$ cat src/include/tbtc_pkg.sv
package tbtc_pkg;
    localparam logic [11:0] TBTC_ADDR_EVEN_CTRL = 12'h000;
    localparam logic [11:0] TBTC_ADDR_ODD_CTRL = 12'h004;
    localparam logic [11:0] TBTC_ADDR_EVEN_CNT = 12'h008;
    localparam logic [11:0] TBTC_ADDR_ODD_CNT = 12'h00C;
    localparam logic [11:0] TBTC_ADDR_STATUS = 12'h010;
    localparam int TBTC_BIT_ON = 15;
    localparam int TBTC_BIT_IDLE = 13;
    localparam int TBTC_BIT_GATE = 7;
    localparam int TBTC_PS_LO = 4;
    localparam int TBTC_BIT_PAIR = 3;
    localparam int TBTC_BIT_SRC = 1;
    localparam logic [31:0] TBTC_EVEN_MASK = 32'h0000A0FA;
    localparam logic [31:0] TBTC_ODD_MASK = 32'h0000A0F2;
    localparam logic [31:0] TBTC_CTRL_RESET = 32'h00000000;
    localparam logic [2:0] TBTC_PS_MAX = 3'h7;

    typedef struct packed {
        logic on;
        logic idle_stop;
        logic gate_accumulate;
        logic [2:0] clock_prescale_select;
        logic pair_wide_mode;
        logic count_source_select;
    } tbtc_ctrl_t;

    typedef struct packed {
        logic idle_mode;
        logic ext_clk;
        logic gate_in;
    } tbtc_pins_t;
endpackage : tbtc_pkg

$ cat src/design/tbtc_prescaler.sv
`timescale 1ns/10ps
module tbtc_prescaler #(
    parameter int WIDTH = 8
) (
    input wire logic pclk, // Bus clock
    input wire logic presetn, // Async reset, low
    input wire logic pce, // Clock enable
    input wire logic clr, // Restart the divider
    input wire logic tick_in, // Source event
    input wire logic [2:0] sel, // Prescale code
    output logic tick_out // Divided event
);
    typedef struct packed {
        logic [WIDTH-1:0] cnt;
    } tbtc_ps_state_t;

    tbtc_ps_state_t st_r;
    tbtc_ps_state_t st_nxt;
    logic [WIDTH-1:0] lim;

    // Refused at elaboration: 1:256 needs eight bits
    if (WIDTH < 8) begin : g_width_check
        $error("prescaler needs 8 bits for 1:256");
    end

    // Code 7 jumps to 256, not 128
    function automatic logic [WIDTH-1:0] ps_limit(input logic [2:0] s);
        logic [8:0] d;
        d = (s == tbtc_pkg::TBTC_PS_MAX) ? 9'h100 : (9'h001 << s);
        return WIDTH'(d - 9'h001);
    endfunction : ps_limit

    always_comb begin
        lim = ps_limit(sel);
        st_nxt = st_r;
        tick_out = tick_in && (st_r.cnt >= lim);
        if (clr) begin
            st_nxt.cnt = '0;
        end else if (tick_in) begin
            st_nxt.cnt = tick_out ? '0 : st_r.cnt + WIDTH'(1);
        end
    end

    always_ff @(posedge pclk or negedge presetn) begin
        if (!presetn) begin
            st_r <= '0;
        end else if (pce) begin
            st_r <= st_nxt;
        end
    end
endmodule : tbtc_prescaler

$ cat src/design/tbtc_timer_pair.sv
// Added by the designer: the address map and the APB interface to the registers.
`timescale 1ns/10ps
// What this block does
// - Timer counts only while enable bit set
// - Idle-stop bit halts timer in Idle
// - Gate bit ignored, reads zero, external source
// - Gate bit enables gated accumulation, internal source
// - Prescale codes divide 1,2,4,8,16,32,64,256
// - Pairing bit joins timers into 32 bits
// - Paired odd timer control bits ignored, except idle-stop
// - Pairing bit exists only in even timer
module tbtc_timer_pair #(
    parameter int PS_WIDTH = 8
) (
    input wire logic pclk, // Bus clock, 20 MHz
    input wire logic presetn, // Async reset, low
    input wire logic pce, // Clock enable
    input wire logic psel, // APB select
    input wire logic penable, // APB enable
    input wire logic pwrite, // APB direction
    input wire logic [11:0] paddr, // APB byte address
    input wire logic [31:0] pwdata, // APB write data
    output logic [31:0] prdata, // APB read data
    output logic pready, // APB ready
    output logic pslverr, // APB error
    input wire tbtc_pkg::tbtc_pins_t even_pins, // Even timer inputs
    input wire tbtc_pkg::tbtc_pins_t odd_pins, // Odd timer inputs
    output logic [15:0] even_count, // Even timer count
    output logic [15:0] odd_count // Odd timer count
);
    typedef struct packed {
        tbtc_pkg::tbtc_ctrl_t ev;
        tbtc_pkg::tbtc_ctrl_t od;
        logic [15:0] ev_cnt;
        logic [15:0] od_cnt;
        logic ev_ext_q;
        logic od_ext_q;
        logic [31:0] rdata;
        logic err;
    } tbtc_state_t;

    tbtc_state_t st_r;
    tbtc_state_t st_nxt;
    logic wr;
    logic rd;
    logic ev_run;
    logic od_run;
    logic ev_src;
    logic od_src;
    logic ev_tick;
    logic od_tick;
    logic ev_clr;
    logic od_clr;
    logic pair;

    function automatic logic [31:0] ctrl_pack(input tbtc_pkg::tbtc_ctrl_t c,
                                              input logic is_even);
        logic [31:0] w;
        w = '0;
        w[tbtc_pkg::TBTC_BIT_ON] = c.on;
        w[tbtc_pkg::TBTC_BIT_IDLE] = c.idle_stop;
        // Gate reads zero under external source
        w[tbtc_pkg::TBTC_BIT_GATE] = c.gate_accumulate &&
                                     !c.count_source_select;
        w[tbtc_pkg::TBTC_PS_LO +: 3] = c.clock_prescale_select;
        w[tbtc_pkg::TBTC_BIT_PAIR] = is_even && c.pair_wide_mode;
        w[tbtc_pkg::TBTC_BIT_SRC] = c.count_source_select;
        return w;
    endfunction : ctrl_pack

    function automatic tbtc_pkg::tbtc_ctrl_t ctrl_unpack(
            input logic [31:0] w, input logic is_even);
        tbtc_pkg::tbtc_ctrl_t c;
        c.on = w[tbtc_pkg::TBTC_BIT_ON];
        c.idle_stop = w[tbtc_pkg::TBTC_BIT_IDLE];
        c.gate_accumulate = w[tbtc_pkg::TBTC_BIT_GATE];
        c.clock_prescale_select = w[tbtc_pkg::TBTC_PS_LO +: 3];
        c.pair_wide_mode = is_even && w[tbtc_pkg::TBTC_BIT_PAIR];
        c.count_source_select = w[tbtc_pkg::TBTC_BIT_SRC];
        return c;
    endfunction : ctrl_unpack

    // Run qualification: enable, idle stop, gating
    function automatic logic run_ok(input tbtc_pkg::tbtc_ctrl_t c,
                                    input tbtc_pkg::tbtc_pins_t p);
        logic gated;
        gated = c.gate_accumulate && !c.count_source_select;
        return c.on
            && !(c.idle_stop && p.idle_mode)
            && (!gated || p.gate_in);
    endfunction : run_ok

    assign wr = psel && penable && pwrite;
    assign rd = psel && !penable && !pwrite;
    assign pair = st_r.ev.pair_wide_mode;
    assign pready = 1'b1;
    assign prdata = st_r.rdata;
    assign pslverr = psel && penable && st_r.err;
    assign even_count = st_r.ev_cnt;
    assign odd_count = st_r.od_cnt;

    // Paired: even controls govern; odd idle-stop still gates
    assign ev_run = run_ok(st_r.ev, even_pins) &&
                    !(pair && st_r.od.idle_stop &&
                      even_pins.idle_mode);
    assign od_run = run_ok(st_r.od, odd_pins);
    // External clock rising edge, synchronous input
    assign ev_src = st_r.ev.count_source_select ?
                    (even_pins.ext_clk && !st_r.ev_ext_q) : 1'b1;
    assign od_src = st_r.od.count_source_select ?
                    (odd_pins.ext_clk && !st_r.od_ext_q) : 1'b1;
    assign ev_clr = !st_r.ev.on;
    assign od_clr = !st_r.od.on || pair;

    tbtc_prescaler #(.WIDTH(PS_WIDTH)) u_ps_even (
        .pclk(pclk),
        .presetn(presetn),
        .pce(pce),
        .clr(ev_clr),
        .tick_in(ev_src && ev_run),
        .sel(st_r.ev.clock_prescale_select),
        .tick_out(ev_tick)
    );

    tbtc_prescaler #(.WIDTH(PS_WIDTH)) u_ps_odd (
        .pclk(pclk),
        .presetn(presetn),
        .pce(pce),
        .clr(od_clr),
        .tick_in(od_src && od_run),
        .sel(st_r.od.clock_prescale_select),
        .tick_out(od_tick)
    );

    always_comb begin
        st_nxt = st_r;
        st_nxt.ev_ext_q = even_pins.ext_clk;
        st_nxt.od_ext_q = odd_pins.ext_clk;
        if (pair) begin
            if (ev_tick) begin
                {st_nxt.od_cnt, st_nxt.ev_cnt} =
                    {st_r.od_cnt, st_r.ev_cnt} + 32'h00000001;
            end
        end else begin
            if (ev_tick) st_nxt.ev_cnt = st_r.ev_cnt + 16'h0001;
            if (od_tick && !pair) st_nxt.od_cnt = st_r.od_cnt + 16'h0001;
        end
        if (rd) begin
            st_nxt.err = 1'b0;
            unique case (paddr)
                tbtc_pkg::TBTC_ADDR_EVEN_CTRL:
                    st_nxt.rdata = ctrl_pack(st_r.ev, 1'b1);
                tbtc_pkg::TBTC_ADDR_ODD_CTRL:
                    st_nxt.rdata = ctrl_pack(st_r.od, 1'b0);
                tbtc_pkg::TBTC_ADDR_EVEN_CNT:
                    st_nxt.rdata = {16'h0000, st_r.ev_cnt};
                tbtc_pkg::TBTC_ADDR_ODD_CNT:
                    st_nxt.rdata = {16'h0000, st_r.od_cnt};
                tbtc_pkg::TBTC_ADDR_STATUS:
                    st_nxt.rdata = {29'h00000000, pair, od_run, ev_run};
                default: begin
                    st_nxt.rdata = 32'h00000000;
                    st_nxt.err = 1'b1;
                end
            endcase
        end else if (psel && !penable) begin
            st_nxt.rdata = 32'h00000000;
            st_nxt.err = !(paddr == tbtc_pkg::TBTC_ADDR_EVEN_CTRL ||
                           paddr == tbtc_pkg::TBTC_ADDR_ODD_CTRL ||
                           paddr == tbtc_pkg::TBTC_ADDR_EVEN_CNT ||
                           paddr == tbtc_pkg::TBTC_ADDR_ODD_CNT);
        end
        if (wr && !st_r.err) begin
            unique case (paddr)
                tbtc_pkg::TBTC_ADDR_EVEN_CTRL:
                    st_nxt.ev = ctrl_unpack(pwdata &
                        tbtc_pkg::TBTC_EVEN_MASK, 1'b1);
                tbtc_pkg::TBTC_ADDR_ODD_CTRL:
                    st_nxt.od = ctrl_unpack(pwdata &
                        tbtc_pkg::TBTC_ODD_MASK, 1'b0);
                tbtc_pkg::TBTC_ADDR_EVEN_CNT:
                    st_nxt.ev_cnt = pwdata[15:0];
                tbtc_pkg::TBTC_ADDR_ODD_CNT:
                    st_nxt.od_cnt = pwdata[15:0];
                default: ;
            endcase
        end
    end

    always_ff @(posedge pclk or negedge presetn) begin
        if (!presetn) begin
            st_r <= '0;
        end else if (pce) begin
            st_r <= st_nxt;
        end
    end
endmodule : tbtc_timer_pair

$ cat config.mk
export PLATFORM = sky130hd
export DESIGN_NAME = tbtc_timer_pair
export DESIGN_NICKNAME = d
export VERILOG_FILES = /design/src/include/tbtc_pkg.sv /design/src/design/tbtc_prescaler.sv /design/src/design/tbtc_timer_pair.sv
export SDC_FILE = /design/constraint.sdc
export NUM_CORES = 1
export LEC_CHECK = 0
export ABC_AREA = 1
export BUFFER_PORTS_ARGS = -buffer_cell sky130_fd_sc_hd__buf_2
export CORE_UTILIZATION = 55
export DETAILED_ROUTE_END_ITERATION = 10
export PLACE_DENSITY = 0.87
export REMOVE_ABC_BUFFERS = 1
export SYNTH_ARGS = -nofsm -noshare
export SYNTH_HDL_FRONTEND = slang
export SYNTH_SLANG_ARGS = --single-unit
$ cat constraint.sdc
create_clock -name pclk -period 5.2 [get_ports pclk]
set_input_delay 1.04 -clock pclk [delete_from_list [all_inputs] [get_ports pclk]]
set_output_delay 1.04 -clock pclk [all_outputs]
set_load 0.02 [all_outputs]
-- Word-level counts from Yosys, hierarchy flattened
Cells that the tools add are included.
- flip-flop bits (word level): 98
- input bits: 56
- output and inout bits: 66
- word-level logic and storage cells: 112
- add/subtract/negate cells: 7
- magnitude comparators: 2
- equality and inequality tests: 7
- shift-type cells: 2
- multiplexer cells: 21
- reduce and logical (&&, ||, !) cells: 54
- operator list (cell ; number):
    2-to-1 mux 32 bit ; 3
    one-hot mux 16 bit (5 select lines) ; 1
    2-to-1 mux 33 bit ; 2
    2-to-1 mux 16 bit ; 4
    2-to-1 mux 8 bit ; 8
    adder 16 x 1 -> 16 bit (second input constant) ; 2
    adder 32 x 1 -> 32 bit (second input constant) ; 1
    equality test 12 x 4 -> 1 bit (second input constant) ; 2
    logical AND 1 bit ; 24
    adder 8 x 1 -> 8 bit (second input constant) ; 2
    greater-or-equal comparator 8 bit ; 2
    << shifter 1 x 3 -> 8 bit (first input constant) ; 2
    subtractor 8 x 1 -> 8 bit (second input constant) ; 2
    zero test 1 bit ; 15
    equality test 12 x 3 -> 1 bit (second input constant) ; 1
    equality test 12 x 5 -> 1 bit (second input constant) ; 1
    zero test 12 bit ; 1
    equality test 3 bit (second input constant) ; 2
    logical OR 1 bit ; 6
    AND reduction 2 bit ; 3
    AND reduction 3 bit ; 2
    OR reduction 5 bit ; 1
    nonzero test 2 bit ; 2
    2-to-1 mux 1 bit ; 3
    inequality test 2 x 1 -> 1 bit (second input constant) ; 1

-- Logic depth before layout (Yosys ltp)
- depth after elaboration: 12
- mapped depth: 21

-- Cells and area by module
A second synthesis with hierarchy kept.
- cell total of the unflattened synthesis: 932
- area, all modules: 6401.1 µm²
- by module, submodules not included (module ; times used ; cells each ; area each (µm²) ; sequential area each (µm²)):
    tbtc_timer_pair ; 1 ; 750 ; 5062.4 ; 1651.6
    tbtc_prescaler ; 2 ; 91 ; 669.4 ; 200.2

-- Least setup slack after synthesis
Ideal clock, no wire load.
- path type: reg2reg
- start point: register st_r[79] (netlist name)
- end point: register st_r (netlist bit even_count[2])
- setup time: 0.129 ns
- data arrival time: 2.424 ns
- required time: 5.071 ns
- path slack: 2.647 ns
- cell stages (with the launch flop): 20
- clock period less this slack: 2.553 ns
- cells stage by stage: dfrtp_1 nor2_1 nand2_1 ha_1 inv_1 xor2_1 inv_1 ha_1 nand2_1 nor2_1 nor2_1 nand2_1 nand2_1 nand2_1 nand2_4 buf_6 o21ai_2 nand2_1 o21ai_1 o21ai_1
- longest elaborated chain between the ends: 9
- RTL lines (what ; RTL line ; source):
    start, declared ; tbtc_timer_pair.sv:42 ; tbtc_state_t st_r;
    start signal, assigned ; tbtc_timer_pair.sv:194 ; st_r <= st_nxt;
    equality test 3 bit / << shifter 1 x 3 -> 8 bit (equally long branches) ; tbtc_prescaler.sv:29 ; d = (s == tbtc_pkg::TBTC_PS_MAX) ? 9'h100 : (9'h001 << s);
    2-to-1 mux 8 bit (*) ; tbtc_prescaler.sv:29 ;
    subtractor 8 x 1 -> 8 bit (*) ; tbtc_prescaler.sv:30 ; return WIDTH'(d - 9'h001);
    greater-or-equal comparator 8 bit (*) ; tbtc_prescaler.sv:36 ; tick_out = tick_in && (st_r.cnt >= lim);
    logical AND 1 bit (*) ; tbtc_prescaler.sv:36 ;
    2-to-1 mux 16 bit / 2-to-1 mux 32 bit (equally long branches) ; tbtc_timer_pair.sv:145, tbtc_timer_pair.sv:140 ;
    2-to-1 mux 32 bit (*) ; tbtc_timer_pair.sv:139 ; if (pair) begin
    2-to-1 mux 16 bit ; tbtc_timer_pair.sv:174 ; unique case (paddr)
    2-to-1 mux 32 bit (*) ; tbtc_timer_pair.sv:173 ; if (wr && !st_r.err) begin
Every way passes the cells marked *; elsewhere a longest branch is shown, timed or not.
A chain may end at the register's enable or synchronous reset.

-- Worst setup path in the final report
- start point: register st_r[79] (netlist name)
- end point: register st_r (netlist bit even_count[11])
Same word-level chain as after synthesis.

==> impl_metrics.prom <==
# TYPE chip_impl_metric gauge
chip_impl_metric{name="detailed_place_hpwl",unit="microns"} 14100
chip_impl_info{name="yosys_most_used_dff",value="dfrtp_1"} 1
chip_impl_metric{name="avgSynthCellArea",unit="sq um"} 6.43
chip_impl_metric{name="die_width",unit="microns"} 116
chip_impl_info{name="holdCritPathClass",value="flop to flop"} 1
chip_impl_metric{name="synth_top_cell_area_share",unit="%"} 28.9
chip_impl_metric{name="clock_skew_after_layout",unit="ns"} 0.00476
chip_impl_metric{name="wl_per_cell",unit="microns"} 15.4
chip_impl_metric{name="hold_buffers",unit=""} 0
chip_impl_metric{name="seqPwrFrac",unit="%"} 45.0
chip_impl_metric{name="detailedRoute.firstPassIterationCount",unit=""} 6
chip_impl_metric{name="placed_standard_cell_area",unit="sq um"} 7120
chip_impl_metric{name="finalNetCount",unit=""} 1194
chip_impl_metric{name="port-buffer-count",unit=""} 88
chip_impl_metric{name="design_area",unit="sq um"} 7410
chip_impl_metric{name="final_antenna_violating_net_count",unit=""} 0
chip_impl_info{name="crit_path_frequent_cell",value="nand2_1"} 1
chip_impl_metric{name="drt_drc_violations_left",unit=""} 0
chip_impl_metric{name="ctsResizeCount",unit=""} 0
chip_impl_metric{name="wl",unit="microns"} 19900
chip_impl_info{name="cts_root_cell",value="clkbuf_16"} 1
chip_impl_metric{name="combinationalPowerShare",unit="%"} 12.9
chip_impl_metric{name="area_delta_synth_final",unit="%"} 4.41
chip_impl_metric{name="yosysWarningCount",unit=""} 0
chip_impl_metric{name="initial_util",unit="%"} 56.3
chip_impl_metric{name="drive_gt1_share",unit="%"} 13.1
chip_impl_metric{name="detailedRoute.firstIterationViolations",unit=""} 950
chip_impl_info{name="timing.critical_path.from_type",value="flop"} 1
chip_impl_info{name="crit_path_cell_trace",value="nor2_1 > nand2_1 > ha_1 > inv_1 > xor2_1 > inv_1 > ha_1 > nand2_1 > nor2_1 > nor2_1 > nand2_1 > nand2_1 > nand2_1 > nand2_4 > nor2_1 > nand2_1 > nand2_1 > nand3_1 > nand2_1 > o21ai_0"} 1
chip_impl_metric{name="gp_congestion",unit=""} 0.981
chip_impl_metric{name="cell_internal_pwr",unit="uW"} 1110
chip_impl_metric{name="syn_inst",unit=""} 1104
chip_impl_metric{name="via_per_inst",unit=""} 5.69
chip_impl_info{name="critPathKind",value="flop to flop"} 1
chip_impl_metric{name="io-pin-count",unit=""} 122
chip_impl_metric{name="maxCapViolCount",unit=""} 0
chip_impl_metric{name="setup_viol_count_final",unit=""} 0
chip_impl_info{name="timing.critical_path.to_type",value="flop"} 1
chip_impl_metric{name="cts.reportedPaths.clkPinSlew",unit="ns"} 0.06
chip_impl_info{name="layout_common_cells",value="nand2_1 (364), inv_1 (119), nor2_1 (96)"} 1
chip_impl_metric{name="die_height",unit="microns"} 116
chip_impl_metric{name="grt_pass1_vias",unit=""} 6393
chip_impl_metric{name="grt_pass1_wl",unit="microns"} 31800
chip_impl_info{name="slowest_cell_on_crit_path",value="dfrtp_1"} 1
chip_impl_metric{name="num_rows",unit=""} 41
chip_impl_metric{name="timing.critical_path.fanout_max",unit=""} 23
chip_impl_info{name="layout.cells.most_common",value="nand2_1"} 1
chip_impl_metric{name="share_of_synthesized_area_occupied_by_flip_flops_and_latches",unit="%"} 28.9
chip_impl_metric{name="worst_path_max_stage_delay",unit="ns"} 0.44
chip_impl_metric{name="placeableCoreArea",unit="sq um"} 12600
chip_impl_info{name="synth.largest_area_cell",value="dfrtp_1"} 1
chip_impl_info{name="rsz_0062_raised_after_global_routing",value="no"} 1
chip_impl_metric{name="timing.final.hold_violations",unit=""} 0
chip_impl_metric{name="number_of_antenna_violations_at_the_first_check_in_global_routing",unit=""} 0
chip_impl_metric{name="area_of_the_mapped_netlist",unit="sq um"} 7100
chip_impl_metric{name="ctsHtreeMaxLevel",unit=""} 3
chip_impl_metric{name="globalRoute.totalOverflow",unit=""} 0
chip_impl_metric{name="synth_edf_count",unit=""} 0
chip_impl_metric{name="total_leakage_power",unit="uW"} 0.00376
chip_impl_metric{name="ys_ff_latch",unit=""} 82
chip_impl_metric{name="synth_unique_cells",unit=""} 44
chip_impl_info{name="cts_tree",value="built"} 1
chip_impl_metric{name="peak_supply_drop",unit="mV"} 0.153
chip_impl_metric{name="vias",unit=""} 7356
chip_impl_metric{name="clockPowerShare",unit="%"} 42.1
chip_impl_metric{name="timing.final.crit_share",unit="%"} 63.3
chip_impl_metric{name="net-switching-power",unit="uW"} 436
chip_impl_metric{name="clock_sinks",unit=""} 82
chip_impl_metric{name="worstSkewPairLatency",unit="ns"} 0.35
chip_impl_metric{name="fp.dieArea",unit="sq um"} 13400
chip_impl_metric{name="arrival",unit="ns"} 3.50
chip_impl_metric{name="diodes",unit=""} 0
chip_impl_metric{name="cts_max_path_buffers",unit=""} 2
chip_impl_info{name="netlist_top_cells_area",value="dfrtp_1 (29%), nand2_1 (19%), buf_4 (7.3%)"} 1
chip_impl_metric{name="p_per_area",unit="nW/um^2"} 209
chip_impl_metric{name="fmax",unit="GHz"} 0.304
chip_impl_metric{name="postSynth.asyncResetShare",unit="%"} 100
chip_impl_metric{name="max_slew_margin",unit="%"} 31.2
chip_impl_metric{name="finalMaxSlewViolations",unit=""} 0
chip_impl_metric{name="grt.total_usage",unit="%"} 30.9
chip_impl_metric{name="postCtsSetupBuffers",unit=""} 0
chip_impl_metric{name="timing.critical_path.required",unit="ns"} 5.41
chip_impl_metric{name="grt_start_max_net_pins",unit=""} 83
chip_impl_metric{name="netSwitchingFraction",unit="%"} 28.2
chip_impl_metric{name="post-route-min-period",unit="ns"} 3.29
chip_impl_metric{name="tightest_slew",unit="ns"} 1.03
chip_impl_metric{name="final.setup.tns",unit="ns"} 0
chip_impl_info{name="run_status",value="finished, final reports clean"} 1
chip_impl_metric{name="tritoncts_buffers",unit=""} 9
-- state kept, by name (all words and copies together), names as in the netlist --
| name | flops |
|---|---|
| even_count | 16 |
| odd_count | 16 |
| prdata | 16 |
| pair | 1 |
| st_r | 17 |
| u_ps_odd.st_r | 8 |
| u_ps_even.st_r | 8 |
-- cell usage after synthesis, drive strengths merged, types with 2 or more instances --
cell type	number
nor2	112
o21ai	63
clkbuf	12
buf	90
nor4	2
inv	126
nand4	34
nor3	19
nor3b	4
o22ai	15
conb	2
o31ai	4
nand3	75
dfrtp	82
a21oi	51
ha	21
nand2	372
xor2	11
o21a	2
-- logic make-up after synthesis --
group,after synthesis,share of synthesized area [%]
AND/OR/NAND/NOR,619,38.3
flip-flops,82,28.9
adder cells (fa/ha/maj),21,3.70
buffers and inverters,229,16.6
other,2,0.106
XOR/XNOR,11,1.36
AO/OA/AOI/OAI,140,11.1
-- power groups by stage --
stage / Combinational, uW / Clock [uW] / Sequential (uW)
6_report: 200 / 651 / 696
5_1_grt: 223 / 676 / 699
4_1_cts: 198 / 650 / 694
3_5_place_dp: 197 / 0 / 705
3_3_place_gp: 193 / 0 / 705
2_1_floorplan: 95.6 / 0 / 721
-- through the flow --
step / util [%] / worst slack (ns) / instances / hold slack (ns) / power, uW
2_1_floorplan: - / 2.56 / 1017 / 0.444 / 816
3_3_place_gp: 56.4 / 1.85 / 1278 / 0.460 / 898
3_5_place_dp: 56.4 / 1.74 / 1278 / 0.465 / 902
4_1_cts: 58.7 / 1.97 / 1292 / 0.479 / 1540
5_1_grt: 58.7 / 1.58 / 1292 / 0.502 / 1600
6_report: 58.7 / 1.91 / 1292 / 0.477 / 1550
-- critical path: cells and delay by family, from the launching register on --
kind                     cells  cell delay, ns
adder cells (fa/ha/maj)      2            0.47
XOR/XNOR                     1            0.15
flip-flops                   1            0.44
buffers and inverters        2            0.17
AO/OA/AOI/OAI                1            0.08
AND/OR/NAND/NOR             14            1.83
-- path summary, 6_finish.rpt --
path	depth (start not counted)	endpoint	slack, ns	startpoint
min reg2reg	2	prdata[3]	0.48	prdata[3]
min	2	prdata[3]	0.48	prdata[3]
max	20	even_count[11]	1.91	st_r[79]
min in group asynchronous	1	prdata[12]	0.87	presetn
max reg2reg	20	even_count[11]	1.91	st_r[79]
max in group asynchronous	1	odd_count[7]	3.67	presetn
-- layout make-up --
| cell class | count | area (sq um) |
|---|---|---|
| fillers | 1237 | 5210 |
| multi-input cells | 808 | 3930 |
| flip-flops and latches | 82 | 2050 |
| inverters | 127 | 477 |
| repair buffers | 89 | 450 |
| clock buffers | 12 | 256 |
| well taps | 172 | 215 |
| clock inverters | 2 | 37.5 |
-- metal layers --
metal  vias up  GRT usage [%]  wire (microns)
met2       490           47.1            8690
met4         0           15.1             825
met3        84           7.64            2410
met5         -              0               0
li1       3481              -               -
met1      3301           40.9            7930
No activity file was read; power rests on OpenSTA's default activity.
